### src/rtl/bst_map.svh
// Purpose: Constants for the boundary-scan test port
// Assumes: Test clock is sampled by the core clock
// Notes: Instruction codes are three bits wide
`ifndef BST_MAP_SVH
`define BST_MAP_SVH
`define BST_IR_W 3
`define BST_IR_EXTEST 3'h0
`define BST_IR_IDCODE 3'h1
`define BST_IR_SAMPLEZ 3'h2
`define BST_IR_SAMPLE 3'h4
`define BST_BSR_W 8
`define BST_ID_W 32
`define BST_ID_VALUE 32'h0000a5a5 // Arbitrary value, names no maker
`endif

### src/rtl/bst_pkg.sv
// Purpose: Types for the boundary-scan test port
// Assumes: None
// Notes: Sixteen controller states
package bst_pkg;
  typedef enum logic [3:0] {
    TLR, RTI, SEL_DR, CAP_DR, SH_DR, EX1_DR, PAU_DR, EX2_DR, UPD_DR,
    SEL_IR, CAP_IR, SH_IR, EX1_IR, PAU_IR, EX2_IR, UPD_IR
  } bst_state_t;
endpackage

### src/rtl/bst_tap.sv
// Purpose: Boundary-scan test access port, sampled test clock
// Assumes: Test clock well below half the core clock rate
// Notes: Boundary register models a small ring of I/O pins
// Summary of operation
// - Controller state advances only on test clock edges
// - Mode select sampled on each rising test clock edge
// - Serial data in sampled on rising test clock edge
// - Serial data out updated on falling test clock edge
// - One instruction register, several data registers selected by instruction
// - Only external test and sample-floated take over the memory pins
// - Three-bit codes: 000 extest, 001 id, 010 sample-z, 100 sample
// - Id code loaded at reset, test-logic-reset, capture-IR; applied on update-IR
// - Five ones on mode select reach test-logic-reset; reset also does
// - Data in sampled and output enabled only in shift states
`timescale 1ns/100ps
`default_nettype none
`include "bst_map.svh"
module bst_tap (
  input wire logic core_clk_i,                       // Core clock
  input wire logic sys_rst_i,                        // Async reset, high
  input wire logic tck_i,                            // Test clock pin
  input wire logic tms_i,                            // Mode select pin
  input wire logic tdi_i,                            // Serial data in pin
  input wire logic [`BST_BSR_W-1:0] pins_in_i,       // Pin levels to capture
  output logic tdo_o,                                // Serial data out
  output logic tdo_oe_o,                             // Serial out drive enable
  output logic [`BST_BSR_W-1:0] pins_out_o,          // Boundary drive values
  output logic test_own_o,                           // Pins taken by test
  output logic outs_float_o,                         // Data outputs floated
  output bst_pkg::bst_state_t state_o                // Controller state
);
  import bst_pkg::*;
  logic [2:0] tck_s, tms_s, tdi_s;
  logic [`BST_BSR_W-1:0] pins_s1, pins_s2;
  logic rise, fall;
  bst_state_t state, next_state;
  logic [`BST_IR_W-1:0] ir_sh, ir, next_ir_sh, next_ir;
  logic [`BST_ID_W-1:0] dr_sh, next_dr_sh;
  logic [`BST_BSR_W-1:0] bsr_upd, next_bsr_upd;
  logic byp, next_byp;
  logic tdo, next_tdo, oe, next_oe;
  logic own, next_own, flt, next_flt;
  // Two-flop synchronisers, stage 2 and a delay stage feed edge detect
  always_ff @(posedge core_clk_i or posedge sys_rst_i) begin
    if (sys_rst_i) begin
      tck_s <= 3'h0;
      tms_s <= 3'h7;
      tdi_s <= 3'h7;
      pins_s1 <= '0;
      pins_s2 <= '0;
    end else begin
      tck_s <= {tck_s[1:0], tck_i};
      tms_s <= {tms_s[1:0], tms_i};
      tdi_s <= {tdi_s[1:0], tdi_i};
      pins_s1 <= pins_in_i;
      pins_s2 <= pins_s1;
    end
  end
  assign rise = tck_s[1] & ~tck_s[2];
  assign fall = ~tck_s[1] & tck_s[2];
  wire logic tms = tms_s[1];
  wire logic tdi = tdi_s[1];
  always_comb begin
    next_state = state;
    if (rise) begin
      case (state)
        TLR: next_state = tms ? TLR : RTI;
        RTI: next_state = tms ? SEL_DR : RTI;
        SEL_DR: next_state = tms ? SEL_IR : CAP_DR;
        CAP_DR: next_state = tms ? EX1_DR : SH_DR;
        SH_DR: next_state = tms ? EX1_DR : SH_DR;
        EX1_DR: next_state = tms ? UPD_DR : PAU_DR;
        PAU_DR: next_state = tms ? EX2_DR : PAU_DR;
        EX2_DR: next_state = tms ? UPD_DR : SH_DR;
        UPD_DR: next_state = tms ? SEL_DR : RTI;
        SEL_IR: next_state = tms ? TLR : CAP_IR;
        CAP_IR: next_state = tms ? EX1_IR : SH_IR;
        SH_IR: next_state = tms ? EX1_IR : SH_IR;
        EX1_IR: next_state = tms ? UPD_IR : PAU_IR;
        PAU_IR: next_state = tms ? EX2_IR : PAU_IR;
        EX2_IR: next_state = tms ? UPD_IR : SH_IR;
        UPD_IR: next_state = tms ? SEL_DR : RTI;
        default: next_state = TLR;
      endcase
    end
  end
  always_comb begin
    next_ir_sh = ir_sh;
    next_ir = ir;
    next_dr_sh = dr_sh;
    next_bsr_upd = bsr_upd;
    next_byp = byp;
    if (rise) begin
      // Id code takes effect on entry, not one test clock later
      if (next_state == TLR) begin
        next_ir = `BST_IR_IDCODE;
        next_ir_sh = `BST_IR_IDCODE;
      end
      case (state)
        CAP_IR: next_ir_sh = `BST_IR_IDCODE;
        SH_IR: next_ir_sh = {tdi, ir_sh[`BST_IR_W-1:1]};
        UPD_IR: next_ir = ir_sh;
        CAP_DR: begin
          next_byp = 1'b0;
          case (ir)
            `BST_IR_IDCODE: next_dr_sh = `BST_ID_VALUE;
            `BST_IR_EXTEST, `BST_IR_SAMPLEZ, `BST_IR_SAMPLE:
              next_dr_sh = {{(`BST_ID_W-`BST_BSR_W){1'b0}}, pins_s2};
            default: next_dr_sh = '0;
          endcase
        end
        SH_DR: begin
          case (ir)
            `BST_IR_IDCODE: next_dr_sh = {tdi, dr_sh[`BST_ID_W-1:1]};
            `BST_IR_EXTEST, `BST_IR_SAMPLEZ, `BST_IR_SAMPLE:
              next_dr_sh = {{(`BST_ID_W-`BST_BSR_W){1'b0}}, tdi,
                            dr_sh[`BST_BSR_W-1:1]};
            default: next_byp = tdi;
          endcase
        end
        UPD_DR: if (ir == `BST_IR_EXTEST) next_bsr_upd = dr_sh[`BST_BSR_W-1:0];
        default: ;
      endcase
    end
  end
  always_comb begin
    next_tdo = tdo;
    next_oe = oe;
    if (fall) begin
      next_oe = (state == SH_IR) || (state == SH_DR);
      if (state == SH_IR) next_tdo = ir_sh[0];
      else if (state == SH_DR) begin
        case (ir)
          `BST_IR_IDCODE, `BST_IR_EXTEST, `BST_IR_SAMPLEZ, `BST_IR_SAMPLE:
            next_tdo = dr_sh[0];
          default: next_tdo = byp;
        endcase
      end
    end
    next_own = (ir == `BST_IR_EXTEST) || (ir == `BST_IR_SAMPLEZ);
    next_flt = (ir == `BST_IR_SAMPLEZ);
  end
  always_ff @(posedge core_clk_i or posedge sys_rst_i) begin
    if (sys_rst_i) begin
      state <= TLR;
      ir <= `BST_IR_IDCODE;
      ir_sh <= `BST_IR_IDCODE;
      dr_sh <= '0;
      bsr_upd <= '0;
      byp <= 1'b0;
      tdo <= 1'b0;
      oe <= 1'b0;
      own <= 1'b0;
      flt <= 1'b0;
    end else begin
      state <= next_state;
      ir <= next_ir;
      ir_sh <= next_ir_sh;
      dr_sh <= next_dr_sh;
      bsr_upd <= next_bsr_upd;
      byp <= next_byp;
      tdo <= next_tdo;
      oe <= next_oe;
      own <= next_own;
      flt <= next_flt;
    end
  end
  assign tdo_o = tdo;
  assign tdo_oe_o = oe;
  assign pins_out_o = bsr_upd;
  assign test_own_o = own;
  assign outs_float_o = flt;
  assign state_o = state;

  // Five rising edges with mode select high must reach reset state
  logic [2:0] ones_cnt;
  always_ff @(posedge core_clk_i or posedge sys_rst_i) begin
    if (sys_rst_i) ones_cnt <= 3'h0;
    else if (rise) ones_cnt <= !tms ? 3'h0 : (ones_cnt == 3'h5 ? ones_cnt : ones_cnt + 3'h1);
  end
  property p_five_ones;
    @(posedge core_clk_i) disable iff (sys_rst_i) (ones_cnt == 3'h5) |-> state == TLR;
  endproperty
  a_five_ones: assert property (p_five_ones) else $error("No reset after five ones");
  property p_hold;
    @(posedge core_clk_i) disable iff (sys_rst_i) !rise |=> $stable(state);
  endproperty
  a_hold: assert property (p_hold) else $error("State moved without edge");
  property p_tlr_exit;
    @(posedge core_clk_i) disable iff (sys_rst_i) (rise && state == TLR && !tms) |=> state == RTI;
  endproperty
  a_tlr_exit: assert property (p_tlr_exit) else $error("Bad exit from reset");
  property p_ir_shift;
    @(posedge core_clk_i) disable iff (sys_rst_i)
      (rise && state == SH_IR) |=> ir_sh[`BST_IR_W-1] == $past(tdi);
  endproperty
  a_ir_shift: assert property (p_ir_shift) else $error("Instruction shift lost data");
  property p_tdo_fall;
    @(posedge core_clk_i) disable iff (sys_rst_i) !fall |=> $stable(tdo_o) && $stable(tdo_oe_o);
  endproperty
  a_tdo_fall: assert property (p_tdo_fall) else $error("Output moved off falling edge");
  property p_oe;
    @(posedge core_clk_i) disable iff (sys_rst_i)
      fall |=> tdo_oe_o == ($past(state) == SH_IR || $past(state) == SH_DR);
  endproperty
  a_oe: assert property (p_oe) else $error("Output enable outside shift");
  property p_upd_ir;
    @(posedge core_clk_i) disable iff (sys_rst_i)
      (rise && state != UPD_IR && next_state != TLR) |=> $stable(ir);
  endproperty
  a_upd_ir: assert property (p_upd_ir) else $error("Instruction changed early");
  property p_cap_ir;
    @(posedge core_clk_i) disable iff (sys_rst_i)
      (rise && state == CAP_IR) |=> ir_sh == `BST_IR_IDCODE;
  endproperty
  a_cap_ir: assert property (p_cap_ir) else $error("Capture-IR did not load id");
  property p_own;
    @(posedge core_clk_i) disable iff (sys_rst_i)
      ##1 test_own_o == ($past(ir) == `BST_IR_EXTEST || $past(ir) == `BST_IR_SAMPLEZ);
  endproperty
  a_own: assert property (p_own) else $error("Pin ownership wrong");
  c_shift_dr: cover property (@(posedge core_clk_i) state == SH_DR && tdo_oe_o);
  c_upd_ir: cover property (@(posedge core_clk_i) rise && state == UPD_IR);
  c_extest: cover property (@(posedge core_clk_i) test_own_o && !outs_float_o);
endmodule // bst_tap
`default_nettype wire

### config.mk
export PLATFORM = sky130hd
export DESIGN_NAME = bst_tap
export DESIGN_NICKNAME = d
export VERILOG_FILES = /design/src/rtl/bst_pkg.sv /design/src/rtl/bst_tap.sv
export VERILOG_INCLUDE_DIRS = /design/src /design/src/rtl
export SDC_FILE = /design/constraint.sdc
export NUM_CORES = 1
export LEC_CHECK = 0
export ABC_AREA = 1
export BUFFER_PORTS_ARGS = -buffer_cell sky130_fd_sc_hd__buf_4
export CAP_MARGIN = 5
export CORE_MARGIN = 5
export CORE_UTILIZATION = 50
export DETAILED_ROUTE_END_ITERATION = 7
export PLACE_DENSITY = 0.69
export SYNTH_ARGS = -nofsm -noshare
export SYNTH_HDL_FRONTEND = slang
export SYNTH_SLANG_ARGS = --single-unit
### constraint.sdc
create_clock -name core_clk_i -period 4.1 [get_ports core_clk_i]
set_clock_uncertainty 0.05 [all_clocks]
set_input_delay 1.23 -clock core_clk_i [delete_from_list [all_inputs] [get_ports core_clk_i]]
set_output_delay 1.23 -clock core_clk_i [all_outputs]
set_load 0.02 [all_outputs]
Word level (Yosys, flattened, before mapping). Cells that the tools add are included.

Register bits: 78. Output and inout bits: 16. Input bits: 13. Word-level logic and storage cells: 84.

Eq/ne operators: 20. Muxes and demuxes: 25. Bitwise gates (word level): 4. Reduce and logical (&&, ||, !) cells: 20.

Operator list (count): $pmux W32 S2 (2); $pmux W4 S12 (1); $eq A4 B4 Y1 const B (8); $pmux W16 S2 (1); $mux W4 (5); $eq A4 B3 Y1 const B (4); $mux W3 (4); $reduce_and A3 Y1 (3); $eq A4 B2 Y1 const B (2); $logic_not A4 Y1 (2); $mux W1 (7); $mux W2 (3); $pmux W3 S2 (1); $reduce_and A2 Y1 (3); $reduce_bool A2 Y1 (3); $reduce_or A3 Y1 (2); $eq A4 B1 Y1 const B (1); $reduce_or A2 Y1 (2); $reduce_or A4 Y1 (1); $eq A3 B1 Y1 const B (1); $eq A3 B2 Y1 const B (1); $eq A3 B3 Y1 const B (1); $logic_not A3 Y1 (1); $ne A3 B1 Y1 const B (1); other kinds (6) (9).

Logic depth before layout (Yosys ltp).
Depth after elaboration: 7. Mapped depth: 14. Mapped depth without buffers: 13.

Worst setup path after synthesis. Ideal clock, no wire load.

Path kind: register -> output. From: register state[3] (netlist: state_o[3]). To: output state_o[3]. Path slack: 2.286 ns. Arrival time: 0.534 ns. Data required time: 2.820 ns. Buffers on the path: 0. Stages on the path, launching flop included: 1. Cell sequence: dfrtp_1.

RTL lines: start, declared (line bst_tap.sv:36) `bst_state_t state, next_state;`; start signal, assigned (line bst_tap.sv:156) `state <= next_state;`; end, declared (line bst_tap.sv:30) `output bst_pkg::bst_state_t state_o`.

No word-level cell between the ends.

Worst setup path after layout.
From: register state[3] (netlist: state_o[3]). To: output state_o[3].

No word-level cell between the ends.

==> results.py <==
metrics = {
    "worst_setup_path": {
        "required_ps": 2820,
        "cpMaxStageDelayCell": "dfrtp_1",
        "critPathBufInv": 1,
        "arrival_ps": 1030,
        "path_max_fanout": 7,
        "max_stage_delay_ps": 490,
        "cp-start-kind": "register",
        "cp_top_family": "flip-flops",
        "worstSetupPathType": "reg2out",
        "end_kind": "output port",
        "cp_cell_sequence": "buf_4",
    },
    "yosys": {
        "syn_area_um2": 3291,
        "synth_top_area_share": 0.5475,
        "avgSynthCellArea_um2": 9.511,
        "ys_seq_elements": 78,
        "synth-main-ff-cell": "dfrtp_1",
        "syn_inst": 346,
        "yosysSeqAreaShare": 0.5954,
        "yosys_warnings": 0,
        "synth_area_leaders": "dfrtp_1, nand2_1, inv_1",
        "synth_top_area_cell": "dfrtp_1",
        "synth.distinct_cells": 30,
        "synthesis.nets": 359,
        "synth_edf_count": 0,
        "async_flop_share": 1.000,
    },
    "sta": {
        "maxSlewViolCount": 0,
        "whs_ps": 294.9,
        "final-hold-violation-count": 0,
        "fin_crit_sh": 0.5632,
        "maxSlewHeadroom": 0.5380,
        "tightestPinTransition_ps": 691.9,
        "rsz0062_at_grt": "no",
        "finalSetupTns_ps": 0,
        "finalCriticalPeriod_ps": 2309,
        "setup_slack_ps": 1791,
        "fmax_mhz": 433.0,
        "setup_viol": 0,
    },
    "power": {
        "p_sw_frac": 0.3583,
        "switchingPower_uw": 790.0,
        "pwr-share-clk": 0.260,
        "pwr-share-seq": 0.443,
        "p_int_uw": 1415,
        "p_leak_uw": 0.001826,
        "power_frac_comb": 0.297,
        "power_density_nw_per_um2": 589.1,
        "total_power_uw": 2205,
        "ir_worst_vdd_mv": 0.2870,
    },
    "clocking": {
        "cts_buffers": 9,
        "cts_sinks": 78,
        "hold_buffers": 0,
        "insertion_delay_ps": 340,
        "cts_root_buf": "clkbuf_8",
        "cts_tree": "done",
        "clockBufferDepth": 2,
        "clkTransAtPathRegs_ps": 80,
        "cts_setup_buffers": 0,
        "cts.htree.levels": 3,
        "cts_resized": 0,
    },
    "floorplanning": {
        "die_h_um": 91.13,
        "fp-row-count": 29,
        "io_pins": 29,
        "die-area_um2": 8304,
        "core-area_um2": 6386,
        "start_util": 0.5153,
        "die_w_um": 91.13,
    },
    "worst_hold_path": {
        "hp-class": "reg2reg",
    },
    "job": {
        "maxCapViolations": 0,
    },
    "grt": {
        "grt_antenna_before_repair": 0,
        "grtUsageTotal": 0.1627,
        "grt.overflow.total": 0,
        "grt_pass1_vias": 2358,
        "grt_start_max_net_pins": 47,
        "grt_pass1_wl_mm": 10.93,
    },
    "final_layout": {
        "nNetsFinal": 390,
        "antenna_cells": 0,
        "fin_cells": 459,
        "n_fill_cell": 584,
        "drive_gt1_frac": 0.1911,
        "area_growth_pct": 13.73,
        "layout_common_cells": "nand2_1, dfrtp_1, inv_1, o21ai_0, buf_4",
    },
    "placed_design": {
        "pre_cts_slack_ps": 1907,
        "place_inst": 443,
        "io_buffers": 28,
        "dpl.hpwl_mm": 4.169,
        "gp_congestion": 0.8572,
    },
    "detailed_routing": {
        "vias": 2299,
        "routed_wl_mm": 6.004,
        "drt_iter0_markers": 115,
        "routedWlPerCell_um": 13.08,
        "vias_per_cell": 5.009,
        "firstDrtPassIters": 4,
        "antenna_left": 0,
        "drc": 0,
    },
    "run_status": {
        "status": "complete, no violations",
    },
}
[synth_stat cells, drive strengths merged, types with 2 or more instances]
library cell	instances
inv	56
dfstp	6
nand3	25
o21ai	36
a21oi	7
nand2	79
buf	7
o22ai	20
clkbuf	2
dfrtp	72
nor2	26
nand4	2
o211ai	4
[routing by layer]
layer | share of wire | up-vias | track usage
li1 | - | 1172 | -
met1 | 0.47 | 1086 | 0.2206
met2 | 0.48 | 30 | 0.2434
met3 | 0.032 | 11 | 0.04793
met4 | 0.017 | 0 | 0.07090
met5 | 0 | - | 0
[through the flow]
| step | instance area (um2) | util |
|---|---|---|
| 2_1_floorplan | 3291 | - |
| 3_3_place_gp | 3542 | 0.5547 |
| 3_5_place_dp | 3542 | 0.5547 |
| 4_1_cts | 3742 | 0.5860 |
| 5_1_grt | 3742 | 0.5860 |
| 6_report | 3742 | 0.5860 |
[layout make-up]
type                       instances  area (um2)  share of cell area
sequential                        78        1959              0.5236
multi-input combinational        203        1044              0.2788
timing repair buffer              29       230.2             0.06152
inverter                          56       212.7             0.05684
clock buffer                      12       145.1             0.03878
tap                               77       96.34             0.02574
clock inverter                     4       55.05             0.01471
[registers in the layout (all words and copies together), names as in the netlist, 2 cells and up]
signal / flops
pins_s2: 8
dr_sh: 32
tdi_s: 2
pins_s1: 8
ir: 3
tck_s: 3
pins_out_o: 8
tms_s: 2
ir_sh: 3
state_o: 4
[logic make-up after synthesis]
group           Yosys count  share of synthesized area
simple gates            135                     0.1989
flops                    78                     0.5954
compound gates           68                     0.1183
buf+inv                  65                    0.08745
[worst paths after layout]
kind	startpoint	endpoint	slack, ps	depth (start not counted)
worst max register to register	ir[2]	dr_sh[5]	2080	9
worst min register to register	tck_s[0]	tck_s[1]	290	0
max in group asynchronous	sys_rst_i	tdi_s[0]	2340	3
min in group asynchronous	sys_rst_i	tck_s[1]	950	2
worst max-delay path	state_o[3]	state_o[3]	1790	1
worst min-delay path	tck_s[0]	tck_s[1]	290	0
[power groups by stage]
stage | Combinational, uW | Sequential (uW) | Clock (uW)
floorplan | 465 | 1020 | 0
global placement | 645 | 988 | 0
detailed placement | 658 | 993 | 0
CTS | 660 | 979 | 589
global route | 745 | 994 | 630
finish | 655 | 978 | 572
Power figures use the tool's default switching activity.
